--- config.mk ---
export PLATFORM = sky130hd
export DESIGN_NAME = hps_regs
export DESIGN_NICKNAME = d
export VERILOG_FILES = /design/src/verilog/hps_pkg.sv /design/src/verilog/hps_regs.sv
export SDC_FILE = /design/constraint.sdc
export NUM_CORES = 1
export LEC_CHECK = 0
export ABC_AREA = 1
export BUFFER_PORTS_ARGS = -buffer_cell sky130_fd_sc_hd__buf_2
export CAP_MARGIN = 20
export CELL_PAD_IN_SITES_DETAIL_PLACEMENT = 0
export CELL_PAD_IN_SITES_GLOBAL_PLACEMENT = 1
export CORE_ASPECT_RATIO = 0.9
export CORE_UTILIZATION = 47
export CTS_BUF_LIST = sky130_fd_sc_hd__clkbuf_16
export DETAILED_ROUTE_END_ITERATION = 6
export GPL_TIMING_DRIVEN = 0
export PLACE_DENSITY = 0.95
export SYNTH_ARGS = -nofsm -noshare
export SYNTH_HDL_FRONTEND = slang
export SYNTH_SLANG_ARGS = --single-unit
--- constraint.sdc ---
create_clock -name I_CLK -period 5.1 [get_ports I_CLK]
set_input_delay 1.02 -clock I_CLK [delete_from_list [all_inputs] [get_ports I_CLK]]
set_output_delay 1.02 -clock I_CLK [all_outputs]
set_load 0.01 [all_outputs]
--- src/verilog/hps_pkg.sv ---
package hps_pkg;
    // ------------------------------------------------------------
    // timing
    // ------------------------------------------------------------
    localparam int CLK_MHZ = 200;
    localparam int TICK_SLOW_US = 5000;
    localparam int TICK_FAST_US = 1000;
    localparam int WAIT_UNIT_US = 10000;
    localparam int TICK_SLOW_CYC = TICK_SLOW_US * CLK_MHZ;
    localparam int TICK_FAST_CYC = TICK_FAST_US * CLK_MHZ;
    localparam int WAIT_UNIT_CYC = WAIT_UNIT_US * CLK_MHZ;
    // ------------------------------------------------------------
    // register indexes, byte address is four times the index
    // ------------------------------------------------------------
    localparam logic [5:0] IDX_MODE = 6'h07;
    localparam logic [5:0] IDX_STATUS = 6'h08;
    localparam logic [5:0] IDX_GO = 6'h0c;
    localparam logic [5:0] IDX_LIBCFG = 6'h0d;
    localparam logic [5:0] IDX_RTAMP = 6'h0e;
    localparam logic [5:0] IDX_SLOT1 = 6'h0f;
    localparam logic [5:0] IDX_SLOT8 = 6'h16;
    localparam int NUM_SLOTS = 8;
    // ------------------------------------------------------------
    // fields and reset values
    // ------------------------------------------------------------
    localparam int GO_BIT = 0;
    localparam int STATUS_BUSY_BIT = 7;
    localparam logic [7:0] RST_LIBCFG = 8'h00;
    localparam logic [7:0] RST_RTAMP = 8'h7f;
    localparam logic [7:0] RST_SLOT1 = 8'h01;
    localparam logic [7:0] RST_SLOTN = 8'h00;
    localparam logic [1:0] RST_MODE = 2'h0;
    localparam logic [1:0] MODE_SEQUENCE = 2'h0;
    localparam logic [1:0] MODE_REALTIME = 2'h1;

    typedef struct packed {
        logic lib_sel;
        logic rsv6;
        logic interval_fast;
        logic [2:0] rsv4_2;
        logic [1:0] library_attenuation;
    } hps_libcfg_t;

    typedef struct packed {
        logic slot_delay_flag;
        logic [6:0] slot_identifier;
    } hps_slot_t;

    // library sample scaled to 100, 75, 50 or 25 percent
    function automatic logic signed [7:0] scale(input logic signed [7:0] s,
                                                input logic [1:0] g);
        logic signed [7:0] half;
        logic signed [7:0] quarter;
        half = s >>> 1;
        quarter = s >>> 2;
        unique case (g)
            2'h0: scale = s;
            2'h1: scale = 8'(half + quarter);
            2'h2: scale = half;
            2'h3: scale = quarter;
        endcase
    endfunction : scale
endpackage : hps_pkg

--- src/verilog/hps_regs.sv ---
`timescale 1ns/1ps
// How it works
// - library select bit 7: 0 closed-loop resonant, 1 open-loop rotating mass
// - interval bit: playback tick every 5 ms when clear, 1 ms when set
// - attenuation code 0..3 scales library effects to 100/75/50/25 percent
// - attenuation ignored in real-time playback
// - real-time mode plus trigger drives the amplitude register onto load
// - amplitude register is an 8-bit two's-complement value
// - amplitude resets to 127; host may rewrite it live, output follows
// - delay flag set: idle 10 ms times slot value, no waveform
// - delay flag clear: slot value is a waveform identifier
// - identifier bits 6:0 index the waveform in the selected library
// - trigger starts the sequence at the first slot
// - after a slot, advance to the next and play it if non-zero
// - stop at first zero identifier or after all eight slots
// - trigger bit stays set while running, self-clears on completion
// - host clearing the trigger bit cancels playback at once
// - external hardware trigger sets the trigger bit like a write
module hps_regs #(
    parameter int unsigned TICK_SLOW_CYC = hps_pkg::TICK_SLOW_CYC,
    parameter int unsigned TICK_FAST_CYC = hps_pkg::TICK_FAST_CYC,
    parameter int unsigned WAIT_UNIT_CYC = hps_pkg::WAIT_UNIT_CYC
) (
    input wire logic I_CLK,
    input wire logic I_RESET_N,
    input wire logic I_CE,
    input wire logic I_PSEL,
    input wire logic I_PENABLE,
    input wire logic I_PWRITE,
    input wire logic [7:0] I_PADDR,
    input wire logic [31:0] I_PWDATA,
    output logic [31:0] O_PRDATA,
    output logic O_PREADY,
    output logic O_PSLVERR,
    input wire logic I_HW_TRIG,
    input wire logic I_WAVE_DONE,
    input wire logic signed [7:0] I_LIB_SAMPLE,
    output logic signed [7:0] O_DRIVE_AMP,
    output logic O_DRIVE_EN,
    output logic [6:0] O_WAVE_ID,
    output logic O_WAVE_LIB,
    output logic O_WAVE_START,
    output logic O_PLAY_TICK
);
    typedef enum logic [2:0] {S_IDLE, S_FETCH, S_PLAY, S_WAIT, S_RTP} hps_state_t;

    // ------------------------------------------------------------
    // registers
    // ------------------------------------------------------------
    hps_state_t state_reg, state_next;
    hps_pkg::hps_libcfg_t libcfg_reg;
    logic signed [7:0] rtamp_reg;
    logic [7:0] slot_reg [hps_pkg::NUM_SLOTS];
    logic [1:0] mode_reg;
    logic go_reg, go_next;
    logic [2:0] idx_reg, idx_next;
    logic [31:0] cnt_reg, cnt_next;
    logic [6:0] left_reg, left_next;
    logic pready_reg, pslverr_reg;
    logic [31:0] prdata_reg;
    logic signed [7:0] amp_reg;
    logic drive_en_reg, start_reg, tick_reg, lib_reg;
    logic [6:0] id_reg;

    // ------------------------------------------------------------
    // apb decode
    // ------------------------------------------------------------
    // one wait state keeps pready and prdata straight from flops
    wire access = I_PSEL & I_PENABLE & ~pready_reg;
    wire commit = I_PSEL & I_PENABLE & pready_reg;
    wire [5:0] pidx = I_PADDR[7:2];
    wire is_slot = (pidx >= hps_pkg::IDX_SLOT1) && (pidx <= hps_pkg::IDX_SLOT8);
    wire [5:0] slot_off = pidx - hps_pkg::IDX_SLOT1;
    wire [2:0] slot_sel = slot_off[2:0];
    wire known = is_slot || pidx == hps_pkg::IDX_MODE || pidx == hps_pkg::IDX_STATUS
        || pidx == hps_pkg::IDX_GO || pidx == hps_pkg::IDX_LIBCFG
        || pidx == hps_pkg::IDX_RTAMP;
    wire bad = ~known || (I_PADDR[1:0] != 2'h0);
    wire wr = commit & I_PWRITE & ~bad;
    wire wr_go = wr && pidx == hps_pkg::IDX_GO;
    wire [7:0] wdata = I_PWDATA[7:0];
    wire [7:0] status = {1'b1 & (state_reg != S_IDLE), 4'h0, idx_reg};
    wire [7:0] rd_byte =
        is_slot ? slot_reg[slot_sel] :
        pidx == hps_pkg::IDX_MODE ? {6'h00, mode_reg} :
        pidx == hps_pkg::IDX_STATUS ? status :
        pidx == hps_pkg::IDX_GO ? {7'h00, go_reg} :
        pidx == hps_pkg::IDX_LIBCFG ? libcfg_reg :
        pidx == hps_pkg::IDX_RTAMP ? rtamp_reg : 8'h00;

    // ------------------------------------------------------------
    // sequencer decode
    // ------------------------------------------------------------
    hps_pkg::hps_slot_t cur;
    assign cur = slot_reg[idx_reg];
    wire last = idx_reg == 3'(hps_pkg::NUM_SLOTS - 1);
    wire [31:0] cnt_lim = (state_reg == S_WAIT) ? WAIT_UNIT_CYC :
        libcfg_reg.interval_fast ? TICK_FAST_CYC : TICK_SLOW_CYC;
    wire cnt_wrap = cnt_reg == cnt_lim - 32'h1;
    wire slot_end = (state_reg == S_PLAY && I_WAVE_DONE)
        || (state_reg == S_WAIT && left_reg == 7'h00)
        || (state_reg == S_FETCH && cur.slot_delay_flag && cur.slot_identifier == 7'h00);
    wire zero_stop = state_reg == S_FETCH && !cur.slot_delay_flag
        && cur.slot_identifier == 7'h00;
    wire finish = go_reg && (zero_stop || (slot_end && last));
    wire start_next = go_reg && state_reg == S_FETCH && !cur.slot_delay_flag
        && cur.slot_identifier != 7'h00;
    wire go_set = I_HW_TRIG | (wr_go & wdata[hps_pkg::GO_BIT]);
    wire go_clr = (wr_go & ~wdata[hps_pkg::GO_BIT]) | finish;
    wire signed [7:0] scaled = hps_pkg::scale(I_LIB_SAMPLE,
        libcfg_reg.library_attenuation);

    // set wins over self-clear so a trigger at completion restarts
    assign go_next = go_set ? 1'b1 : go_clr ? 1'b0 : go_reg;

    always_comb begin
        state_next = state_reg;
        idx_next = idx_reg;
        left_next = left_reg;
        cnt_next = cnt_wrap ? 32'h0 : cnt_reg + 32'h1;
        if (!go_reg) begin
            state_next = S_IDLE;
        end else begin
            unique case (state_reg)
                S_IDLE: begin
                    idx_next = 3'h0;
                    state_next = (mode_reg == hps_pkg::MODE_REALTIME) ? S_RTP : S_FETCH;
                end
                S_FETCH: begin
                    cnt_next = 32'h0;
                    left_next = cur.slot_identifier;
                    if (cur.slot_delay_flag) begin
                        state_next = S_WAIT;
                    end else if (start_next) begin
                        state_next = S_PLAY;
                    end
                end
                S_WAIT: begin
                    if (cnt_wrap && left_reg != 7'h00) begin
                        left_next = left_reg - 7'h1;
                    end
                end
                S_PLAY, S_RTP: begin
                end
            endcase
            if (slot_end && !last) begin
                idx_next = idx_reg + 3'h1;
                state_next = S_FETCH;
            end
            if (finish) begin
                state_next = S_IDLE;
            end
        end
    end

    // ------------------------------------------------------------
    // apb and register file
    // ------------------------------------------------------------
    always_ff @(posedge I_CLK) begin
        if (!I_RESET_N) begin
            pready_reg <= 1'b0;
            pslverr_reg <= 1'b0;
            prdata_reg <= 32'h0;
        end else if (I_CE) begin
            pready_reg <= access;
            pslverr_reg <= access & bad;
            prdata_reg <= (access & ~bad & ~I_PWRITE) ? {24'h0, rd_byte} : 32'h0;
        end
    end

    always_ff @(posedge I_CLK) begin
        if (!I_RESET_N) begin
            libcfg_reg <= hps_pkg::RST_LIBCFG;
            rtamp_reg <= hps_pkg::RST_RTAMP;
            mode_reg <= hps_pkg::RST_MODE;
            go_reg <= 1'b0;
        end else if (I_CE) begin
            go_reg <= go_next;
            if (wr && pidx == hps_pkg::IDX_LIBCFG) begin
                libcfg_reg <= wdata;
            end
            if (wr && pidx == hps_pkg::IDX_RTAMP) begin
                rtamp_reg <= wdata;
            end
            if (wr && pidx == hps_pkg::IDX_MODE) begin
                mode_reg <= wdata[1:0];
            end
        end
    end

    always_ff @(posedge I_CLK) begin
        if (!I_RESET_N) begin
            for (int i = 0; i < hps_pkg::NUM_SLOTS; i++) begin
                slot_reg[i] <= (i == 0) ? hps_pkg::RST_SLOT1 : hps_pkg::RST_SLOTN;
            end
        end else if (I_CE && wr && is_slot) begin
            slot_reg[slot_sel] <= wdata;
        end
    end

    // ------------------------------------------------------------
    // sequencer and load drive
    // ------------------------------------------------------------
    always_ff @(posedge I_CLK) begin
        if (!I_RESET_N) begin
            state_reg <= S_IDLE;
            idx_reg <= 3'h0;
            cnt_reg <= 32'h0;
            left_reg <= 7'h00;
        end else if (I_CE) begin
            state_reg <= state_next;
            idx_reg <= idx_next;
            cnt_reg <= cnt_next;
            left_reg <= left_next;
        end
    end

    always_ff @(posedge I_CLK) begin
        if (!I_RESET_N) begin
            amp_reg <= 8'sh00;
            drive_en_reg <= 1'b0;
            start_reg <= 1'b0;
            tick_reg <= 1'b0;
            lib_reg <= 1'b0;
            id_reg <= 7'h00;
        end else if (I_CE) begin
            // signed value passes unscaled in real-time mode
            amp_reg <= (state_reg == S_RTP) ? rtamp_reg :
                (state_reg == S_PLAY) ? scaled : 8'sh00;
            drive_en_reg <= go_reg && (state_reg == S_RTP || state_reg == S_PLAY);
            start_reg <= start_next;
            tick_reg <= state_reg == S_PLAY && cnt_wrap;
            if (start_next) begin
                lib_reg <= libcfg_reg.lib_sel;
                id_reg <= cur.slot_identifier;
            end
        end
    end

    assign O_PRDATA = prdata_reg;
    assign O_PREADY = pready_reg;
    assign O_PSLVERR = pslverr_reg;
    assign O_DRIVE_AMP = amp_reg;
    assign O_DRIVE_EN = drive_en_reg;
    assign O_WAVE_ID = id_reg;
    assign O_WAVE_LIB = lib_reg;
    assign O_WAVE_START = start_reg;
    assign O_PLAY_TICK = tick_reg;
endmodule : hps_regs

==> results of run 1 <==
## synth_stat cells, types with 2 or more instances
master	count	area share
a21oi_1	86	0.044
edfxtp_1	64	0.20
xnor2_1	3	0.0027
o21ai_1	8	0.0041
nand2_4	8	0.0092
nor2_8	2	0.0041
nand4_1	31	0.020
o21ai_0	100	0.051
nor4_1	8	0.0051
nor2_1	149	0.057
buf_1	2	0.00077
nand3_2	3	0.0031
xor2_1	10	0.0090
clkbuf_1	31	0.012
a22oi_1	14	0.011
inv_2	8	0.0031
nand3_4	2	0.0036
o211ai_1	17	0.013
buf_6	6	0.0069
ha_1	15	0.019
o22ai_1	4	0.0026
a31oi_1	11	0.0071
nor2_2	12	0.0077
buf_2	12	0.0062
o2111ai_1	5	0.0045
a211oi_2	2	0.0026
clkinv_1	10	0.0039
o31ai_1	3	0.0023
inv_1	133	0.051
nand2_2	6	0.0039
dfxtp_1	96	0.20
buf_4	30	0.023
nand3b_1	9	0.0069
or2_2	8	0.0051
nor3_1	10	0.0051
nand2_1	325	0.13
nor3_2	6	0.0062
nand3_1	85	0.044
## power by group
group          internal [mW]  total, mW  switching [mW]
sequential              1.35       1.37          0.0172
clock                  0.709       1.33           0.621
combinational         0.0879      0.309           0.221
total                   2.15       3.01           0.859
## layer usage
metal	global-route usage	wire [µm]
met5	0	0
met4	0.09421	697
met3	0.05969	2776
met2	0.4177	12960
met1	0.4315	14120
## critical path: stages
cell	delay (ns)
buf_2	0.18
clkbuf_1	0.37
buf_2	0.35
inv_1	0.18
ha_1	0.26
inv_1	0.06
nand3_1	0.07
o2bb2ai_1	0.14
nand2_2	0.17
nand4_2	0.20
nand4_4	0.16
inv_2	0.06
nand3_4	0.11
nor2_8	0.08
nand2_4	0.14
nand2_1	0.28
## kinds of logic after synthesis
logic type | count (synthesis)
compound gates | 257
fa+ha+maj | 16
flops | 160
other cells | 1
simple gates | 670
xor+xnor | 13
buf+inv | 234
## path summary, 6_finish.rpt
check	to	slack [ns]
max reg2reg	state_reg[2]$_SDFFE_PN0P_	2.78
min	O_PLAY_TICK$_SDFFE_PN0P_	0.46
max	slot_reg[5][1]$_SDFFCE_PN0P_	1.34
min reg2reg	O_PLAY_TICK$_SDFFE_PN0P_	0.46
## cell type report
cell class | instances | area, µm² | share of cell area
timing repair buffer | 59 | 295.3 | 0.02672
buffer | 82 | 481.7 | 0.04360
clock buffer | 17 | 425.4 | 0.03850
sequential | 160 | 3844 | 0.3479
inverter | 152 | 573.1 | 0.05186
tap | 255 | 319.1 | 0.02888
multi-input combinational | 980 | 4932 | 0.4464
clock inverter | 15 | 178.9 | 0.01619
## stage by stage
stage | worst slack [ns] | util
floorplan | 1.728 | -
global placement | 0.9841 | 0.5178
detailed placement | 0.9133 | 0.5178
CTS | 1.370 | 0.5478
global route | 1.075 | 0.5478
finish | 1.337 | 0.5478
==> impl_metrics.yaml, run 1 <==
final_layout:
  layout_commonest_cell: "nand2_1"
  final_cell_mix: "325 x nand2_1, 149 x nor2_1, 133 x inv_1"
  synthToLayoutAreaGrowth_pct: 13.39
  fin_area_mm2: 0.01105
  fillers: 1942
  num-nets-final: 1524
  antennaDiodeCount: 0
  finalNonFillerCells: 1720
  layout-drive-gt1-share: 0.1392
  largest_reg_flops: 64
flow_run:
  drv_cap: 0
floorplan:
  start_util: 0.4831
  die_w_um: 153.8
  core_mm2: 0.02017
  rows: 49
  die_area_mm2: 0.02131
  io_pins: 109
  die_y_um: 138.6
timing:
  finalClockSkew_ns: 0.01624
  setup_viol_count_final: 0
  max_slew_margin: 0.3979
  fin_crit_sh: 0.7379
  max_freq_mhz: 265.7
  hold_violations: 0
  grt_setup_unrepaired: "no"
  hold_slack_ns: 0.4621
  slew_viol_final: 0
  period_minus_slack_ns: 3.763
  fin_setup_tns_ns: 0
  tightest_slew_ns: 0.8982
yosys:
  ys_warn_count: 0
  synth_compound_area_frac: 0.1487
  netlist_area_mm2: 0.009744
  synth_xor_xnor_area_share: 0.01168
  yosysUniqueCellTypes: 55
  ys_dominant_reg_cell: "dfxtp_1"
  netlist_instances: 1351
  synth_seq_cells: 160
  synth_fa_ha_area_frac: 0.02131
  syn_avg_cell_area_um2: 7.213
  synth-simple-area-share: 0.3152
  synth_edf_count: 64
  synth_top_family_by_area: "simple AND/OR/NAND/NOR gates"
  ys_async_sr_fraction: 0
  ys_seq_area_frac: 0.3945
  synth_mux_area_frac: 0
placed_design:
  io_buffers: 59
  placed_cells: 1688
  dp_hpwl_um: 23110
  gp_congestion: 0.9676
  postPlaceCellArea_mm2: 0.01045
routing:
  wl_per_cell_um: 17.76
  drtPass1Iterations: 5
  first_iter_violations: 1016
  routed_wirelength_um: 30550
  via_per_inst: 5.626
  drc: 0
  drtAntennaViolNets: 0
  vias: 9676
clocking:
  clock_sinks: 160
  cts_buffer_depth: 2
  cts.root.buffer_cell: "clkbuf_16"
  cts_hold_buf: 0
  path_clk_slew_ns: 0.07
  cts_setup_buffers: 0
  h-tree-depth: 4
  clock_latency_ns: 0.45
  cts_tree: "built"
  cts_resized: 0
  cts-buffers-inserted: 17
worst_setup_path:
  startpoint_type: "input port"
  worstPathRequired_ns: 5.19
  path_class: "in2reg"
  reg2regPathDepth: 13
  crit_path_end_kind: "flip-flop"
  arrival_ns: 3.85
  cp_max_fo: 10
  cp-startpoint: "I_PADDR[2]"
global_route:
  grt_pass1_wl_um: 47600
  grt_use_total: 0.2903
  grt_max_degree: 19
  grt_pass1_vias: 8577
  antenna_found_initial: 0
  gr-total-overflow: 0
power_and_ir_drop:
  worst_ir_drop_vdd_mv: 0.1974
  powerDensity_mw_per_mm2: 272.2
  power_leakage_nw: 4.799
  p_total_mw: 3.008
worst_hold_path:
  holdCritPathClass: "reg2reg"
  whs_path_depth: 2
  min_from: "O_PLAY_TICK$_SDFFE_PN0P_"
run_status:
  status: "finished, final reports clean"
No activity file was read; power rests on OpenSTA's default activity.
==> run 2: changes to the inputs <==
--- a/config.mk
+++ b/config.mk
@@ -11,11 +11,11 @@
 export CELL_PAD_IN_SITES_DETAIL_PLACEMENT = 0
 export CELL_PAD_IN_SITES_GLOBAL_PLACEMENT = 1
 export CORE_ASPECT_RATIO = 0.9
-export CORE_UTILIZATION = 47
+export CORE_UTILIZATION = 43
 export CTS_BUF_LIST = sky130_fd_sc_hd__clkbuf_16
 export DETAILED_ROUTE_END_ITERATION = 6
 export GPL_TIMING_DRIVEN = 0
-export PLACE_DENSITY = 0.95
+export PLACE_DENSITY = 0.92
 export SYNTH_ARGS = -nofsm -noshare
 export SYNTH_HDL_FRONTEND = slang
 export SYNTH_SLANG_ARGS = --single-unit
==> constraint.sdc (replaced) <==
create_clock -name I_CLK -period 3.6 [get_ports I_CLK]
set_input_delay 0.72 -clock I_CLK [delete_from_list [all_inputs] [get_ports I_CLK]]
set_output_delay 0.72 -clock I_CLK [all_outputs]
set_load 0.01 [all_outputs]
==> run 2 against run 1 <==
  * First-iteration DRC count shrank 7.7%
  * Critical path depth shrank 1
  * Cell count grew 2.0%
  * Sequential power grew 42%
  * Setup slack lost 0.94 ns
  * Utilization shrank 4.3 points
  * Worst hold slack gained 0.0032 ns
  * Clock skew is essentially flat
  * Critical path type unchanged
==> impl_metrics.yaml, run 2 (synthesis gave the netlist of run 1 again) <==
timing:
  max_freq_mhz: 312.2
  period_minus_slack_ns: 3.203
  finalClockSkew_ns: 0.01587
  fin_crit_sh: 0.8898
  tightest_slew_ns: 0.8482
  max_slew_margin: 0.4314
  hold_violations: 0
  fin_setup_tns_ns: 0
  setup_viol_count_final: 0
  grt_setup_unrepaired: "no"
  slew_viol_final: 0
floorplan:
  start_util: 0.4439
  die_y_um: 144.8
  die_w_um: 160.7
  io_pins: 109
  rows: 51
  core_mm2: 0.02195
  die_area_mm2: 0.02327
clocking:
  cts-buffers-inserted: 17
  cts.root.buffer_cell: "clkbuf_16"
  cts_tree: "built"
  cts_resized: 0
  path_clk_slew_ns: 0.07
  cts_setup_buffers: 0
  clock_sinks: 160
  cts_hold_buf: 0
  cts_buffer_depth: 2
  clock_latency_ns: 0.46
  h-tree-depth: 4
final_layout:
  synthToLayoutAreaGrowth_pct: 13.66
  layout_commonest_cell: "nand2_1"
  largest_reg_flops: 64
  layout-drive-gt1-share: 0.1387
  antennaDiodeCount: 0
  fillers: 2210
  num-nets-final: 1523
  final_cell_mix: "325 x nand2_1, 149 x nor2_1, 134 x inv_1"
  finalNonFillerCells: 1755
placed_design:
  dp_hpwl_um: 22950
  gp_congestion: 0.9613
  placed_cells: 1724
  io_buffers: 59
global_route:
  antenna_found_initial: 1
  gr-total-overflow: 0
  grt_max_degree: 18
  grt_use_total: 0.2660
  grt_pass1_wl_um: 46930
  grt_pass1_vias: 8629
power_and_ir_drop:
  p_int_mw: 3.028
  pwr-share-clk: 0.441
  netSwitchingFraction: 0.2858
  power_leakage_nw: 4.793
  p_total_mw: 4.240
  pwr-share-comb: 0.102
  power_frac_seq: 0.457
  powerDensity_mw_per_mm2: 382.8
  switchingPower_mw: 1.212
  worst_ir_drop_vdd_mv: 0.3377
flow_run:
  drv_cap: 0
worst_setup_path:
  path_class: "in2reg"
  cp_max_fo: 14
  worstPathRequired_ns: 3.71
  crit_path_end_kind: "flip-flop"
  ff2ff_setup_slack_ns: 1.36
  arrival_ns: 3.31
  startpoint_type: "input port"
routing:
  routed_wirelength_um: 30410
  wl_per_cell_um: 17.33
  drc: 0
  first_iter_violations: 938
  via_per_inst: 5.443
  vias: 9553
  drtPass1Iterations: 5
  drtAntennaViolNets: 0
run_status:
  status: "finished, final reports clean"
worst_hold_path:
  holdCritPathClass: "reg2reg"
==> run 2: changes by cell type in the layout (fill, tap and decap cells not counted), sizes merged <==
| cell | before | now |
|---|---|---|
| clkbuf | 49 | 48 |
==> run 2: power by group through the flow <==
stage	registers [mW]	clock network, mW	logic (mW)
after detailed placement	1.98	0	0.424
after global routing	1.94	1.95	0.473
after CTS	1.94	1.88	0.427
after global placement	1.98	0	0.420
after floorplan	1.97	0	0.274
final	1.94	1.87	0.432
==> run 2: critical path, cell delays in order <==
cell and delay [ns]:
buf_2 0.20, buf_2 0.25, inv_1 0.22, ha_1 0.24
inv_1 0.05, nand3_1 0.06, o2bb2ai_1 0.14, nand2_2 0.17
nand4_2 0.17, nand4_4 0.15, inv_2 0.11, nand3_4 0.12
nor2_8 0.24, nand2_4 0.12, nand2_1 0.32
==> run 2: worst paths after layout <==
path | from | endpoint | cells after the start
max reg2reg | flip-flop | O_WAVE_ID[4]$_SDFFE_PN0P_ | 14
min | O_PLAY_TICK$_SDFFE_PN0P_ | O_PLAY_TICK$_SDFFE_PN0P_ | 2
min reg2reg | O_PLAY_TICK$_SDFFE_PN0P_ | O_PLAY_TICK$_SDFFE_PN0P_ | 2
max | I_PADDR[2] | slot_reg[5][0]$_SDFFCE_PN0P_ | 15
==> run 2: cell type report <==
type | count | area [µm²] | area share
Clock buffer | 17 | 425.4 | 0.03841
Inverter | 152 | 573.1 | 0.05174
Multi-Input combinational cell | 980 | 4932 | 0.4453
Timing Repair Buffer | 59 | 295.3 | 0.02666
Sequential cell | 160 | 3844 | 0.3470
Buffer | 81 | 478.0 | 0.04315
Tap cell | 291 | 364.1 | 0.03287
Clock inverter | 15 | 163.9 | 0.01480
==> run 2: stage by stage <==
stage | hold slack, ns | worst slack, ns | instance area [µm²] | util
detailed placement | 0.4558 | -0.2632 | 10490 | 0.4779
CTS | 0.4668 | 0.2025 | 11080 | 0.5047
floorplan | 0.4358 | 0.5285 | 9831 | -
global placement | 0.4491 | -0.1840 | 10490 | 0.4779
global route | 0.4954 | 0.2054 | 11080 | 0.5046
finish | 0.4653 | 0.3966 | 11080 | 0.5046
==> run 2: metal layers <==
layer / GRT usage / part of all wire
met5: 0 / 0.00043
met3: 0.05757 / 0.089
met2: 0.4129 / 0.44
met4: 0.08221 / 0.018
met1: 0.3692 / 0.45
==> run 3: changes to the inputs <==
--- a/config.mk
+++ b/config.mk
@@ -5,17 +5,16 @@
 export SDC_FILE = /design/constraint.sdc
 export NUM_CORES = 1
 export LEC_CHECK = 0
-export ABC_AREA = 1
 export BUFFER_PORTS_ARGS = -buffer_cell sky130_fd_sc_hd__buf_2
 export CAP_MARGIN = 20
 export CELL_PAD_IN_SITES_DETAIL_PLACEMENT = 0
 export CELL_PAD_IN_SITES_GLOBAL_PLACEMENT = 1
 export CORE_ASPECT_RATIO = 0.9
-export CORE_UTILIZATION = 43
+export CORE_UTILIZATION = 46
 export CTS_BUF_LIST = sky130_fd_sc_hd__clkbuf_16
 export DETAILED_ROUTE_END_ITERATION = 6
 export GPL_TIMING_DRIVEN = 0
-export PLACE_DENSITY = 0.92
+export PLACE_DENSITY = 0.93
 export SYNTH_ARGS = -nofsm -noshare
 export SYNTH_HDL_FRONTEND = slang
 export SYNTH_SLANG_ARGS = --single-unit
==> run 3 against run 2 <==
  * Maximum frequency fell by 7.7%
  * Clock skew about the same
  * Combinational power fell by 12%
  * Synthesized area fell by 6.4%
  * Utilization increased by 3.8 points
  * Power fell by 1.2%
  * Sequential cell count is the same
  * Cell area decreased by 5.6%
  * Via count shrank 19%
  * Setup slack got worse by 0.27 ns
  * Register-to-register slack got worse by 1.2 ns
  * Non-clock buffer count up 6
  * Largest cell class unchanged
==> impl_metrics.yaml, run 3 <==
run_status:
  status: "finished, final reports clean"
placed_design:
  io_buffers: 59
  dp_hpwl_um: 18680
  pre_cts_ws_ns: -0.3880
  gp_congestion: 0.9173
yosys:
  netlist_area_mm2: 0.009120
  synth_seq_cells: 160
  synth_largest_area_cell: "dfxtp_1"
  synthTopCellsByArea: "dfxtp_1 21%, edfxtp_1 21%, mux2i_1 6.7%"
  syn_avg_cell_area_um2: 9.661
  synthTopCellsByCount: "96 x dfxtp_1, 87 x nand2_1, 71 x and2_1"
  synth_top_area_share: 0.2107
  ys_warn_count: 0
  ys_seq_area_frac: 0.4215
  yosysUniqueCellTypes: 80
  yosys.cell_count.top_type: "dfxtp_1"
  ys_dominant_reg_cell: "dfxtp_1"
  netlist_instances: 944
  ys_async_sr_fraction: 0
  synth_edf_count: 64
floorplan:
  rows: 48
  die_w_um: 150.4
  io_pins: 109
  die_area_mm2: 0.02039
  core_mm2: 0.01928
  start_util: 0.4731
  die_y_um: 135.6
timing:
  max_slew_margin: 0.2809
  hold_slack_ns: 0.4590
  layout_setup_ws_ns: 0.1278
  finalClockSkew_ns: 0.01608
  fin_setup_tns_ns: 0
  slew_viol_final: 0
  fin_crit_sh: 0.9645
  setup_viol_count_final: 0
  period_minus_slack_ns: 3.472
  hold_violations: 0
  max_freq_mhz: 288.0
  tightest_slew_ns: 1.072
clocking:
  cts-buffers-inserted: 17
  cts_tree: "built"
  cts_setup_buffers: 0
  clock_latency_ns: 0.44
  cts.root.buffer_cell: "clkbuf_16"
  h-tree-depth: 4
  path_clk_slew_ns: 0.07
  cts_hold_buf: 0
  clock_sinks: 160
  cts_buffer_depth: 2
worst_setup_path:
  cpMaxStageDelayCell: "clkbuf_1"
  path_class: "in2reg"
  crit_path_end_kind: "flip-flop"
  arrival_ns: 3.76
  cp_max_fo: 10
  max_stage_delay_ns: 0.52
  critPathTopFamily: "buffers and inverters"
  worst-path-buf-inv: 5
  startpoint_type: "input port"
  cp_common_cell: "clkbuf_1"
  worstPathCellList: "buf_2 -> clkbuf_1 -> inv_1 -> ha_1 -> o21ai_1 -> a21oi_1 -> clkbuf_1 -> clkbuf_1 -> nand3_1 -> o211ai_1 -> a21oi_1"
  worstPathRequired_ns: 3.89
worst_hold_path:
  holdCritPathClass: "reg2reg"
routing:
  routed_wirelength_um: 25680
  vias: 7741
  wl_per_cell_um: 19.65
  drtAntennaViolNets: 0
  drtPass1Iterations: 5
  via_per_inst: 5.923
  first_iter_violations: 761
  drc: 0
final_layout:
  largest_reg_flops: 64
  antennaDiodeCount: 0
  num-nets-final: 1116
  synthToLayoutAreaGrowth_pct: 14.65
  layout-drive-gt1-share: 0.1523
  final_cell_mix: "96 x dfxtp_1, 87 x nand2_1, 71 x and2_1"
  layout_commonest_cell: "dfxtp_1"
power_and_ir_drop:
  p_total_mw: 4.188
  power_leakage_nw: 4.153
  worst_ir_drop_vdd_mv: 0.3804
  powerDensity_mw_per_mm2: 400.5
global_route:
  gr-total-overflow: 0
  antenna_found_initial: 0
  grt_max_degree: 19
  grt_pass1_wl_um: 39160
  grt_pass1_vias: 7029
  grt_use_total: 0.2560
flow_run:
  drv_cap: 0
==> run 3: cell count changes after synthesis, moves of 19 or more <==
cell | previous run | this run
mux4_2 | 0 | 19
nand2_1 | 325 | 87
nand4_1 | 31 | 9
nor2_1 | 149 | 48
clkbuf_1 | 31 | 58
o21ai_0 | 100 | 18
inv_1 | 133 | 17
mux2i_1 | 0 | 61
and3_1 | 0 | 21
and2_1 | 0 | 71
nand3_1 | 85 | 23
a21oi_1 | 86 | 51
==> run 3: tightest hold or removal path, delay by kind of cell, from the launching register on <==
family | cells | cell delay, ns
AOI/OAI and AO/OA | 1 | 0.05
DFF | 1 | 0.31
and+or+nand+nor | 1 | 0.05
==> run 3: what timing repair did <==
action	CTS	global route
endpoints found under the hold margin	0	0
gates resized for setup	0	10
endpoints found under the setup margin	0	64
==> run 3: area by class of cell <==
type / instances / area [µm²]
Buffer: 86 / 429.2
Clock buffer: 17 / 425.4
Clock inverter: 15 / 188.9
Fill cell: 1691 / 8822
Inverter: 20 / 75.07
Multi-Input combinational cell: 699 / 4878
Sequential cell: 160 / 3844
Tap cell: 250 / 312.8
Timing Repair Buffer: 60 / 302.8
==> run 3: power by group <==
| part | internal (mW) | switching (mW) |
|---|---|---|
| Clock | 1.00 | 0.874 |
| Sequential | 1.91 | 0.0183 |
| Combinational | 0.134 | 0.248 |
==> run 3: kinds of logic (layout without fill, tap and decap cells) <==
kind of cell    count (synthesis)  after routing  synth area share
compound gates                192            192            0.1409
other cells                     1             24         0.0004112
xor+xnor                       11             11           0.01056
flops                         160            160            0.4215
mux                            90             90            0.1262
buf+inv                       108            198           0.05611
fa+ha+maj                      16             16           0.02277
simple gates                  366            366            0.2216
==> run 3: metal layers <==
layer,up-vias,GRT usage,part of all wire
met3,40,0.04310,0.086
met1,3678,0.3549,0.43
met5,-,0,0
met4,0,0.08754,0.022
li1,3638,-,-
met2,385,0.4027,0.47
==> run 3: through the flow <==
step                        util  instances  cell area (µm²)
after floorplan                -        967             9206
after global placement    0.5091       1276             9814
after detailed placement  0.5091       1276             9814
after CTS                 0.5410       1308            10430
after global routing      0.5424       1307            10460
final                     0.5424       1307            10460
==> run 3: path summary, 6_finish.rpt <==
kind,startpoint,end,slack (ns),depth (start not counted)
worst max-delay path,I_PADDR[2],O_PRDATA[6]$_SDFFE_PN0P_,0.13,11
worst min-delay path,O_WAVE_ID[5]$_SDFFE_PN0P_,O_WAVE_ID[5]$_SDFFE_PN0P_,0.46,2
worst max register to register,flip-flop,O_WAVE_ID[3]$_SDFFE_PN0P_,0.15,8
worst min register to register,O_WAVE_ID[5]$_SDFFE_PN0P_,O_WAVE_ID[5]$_SDFFE_PN0P_,0.46,2
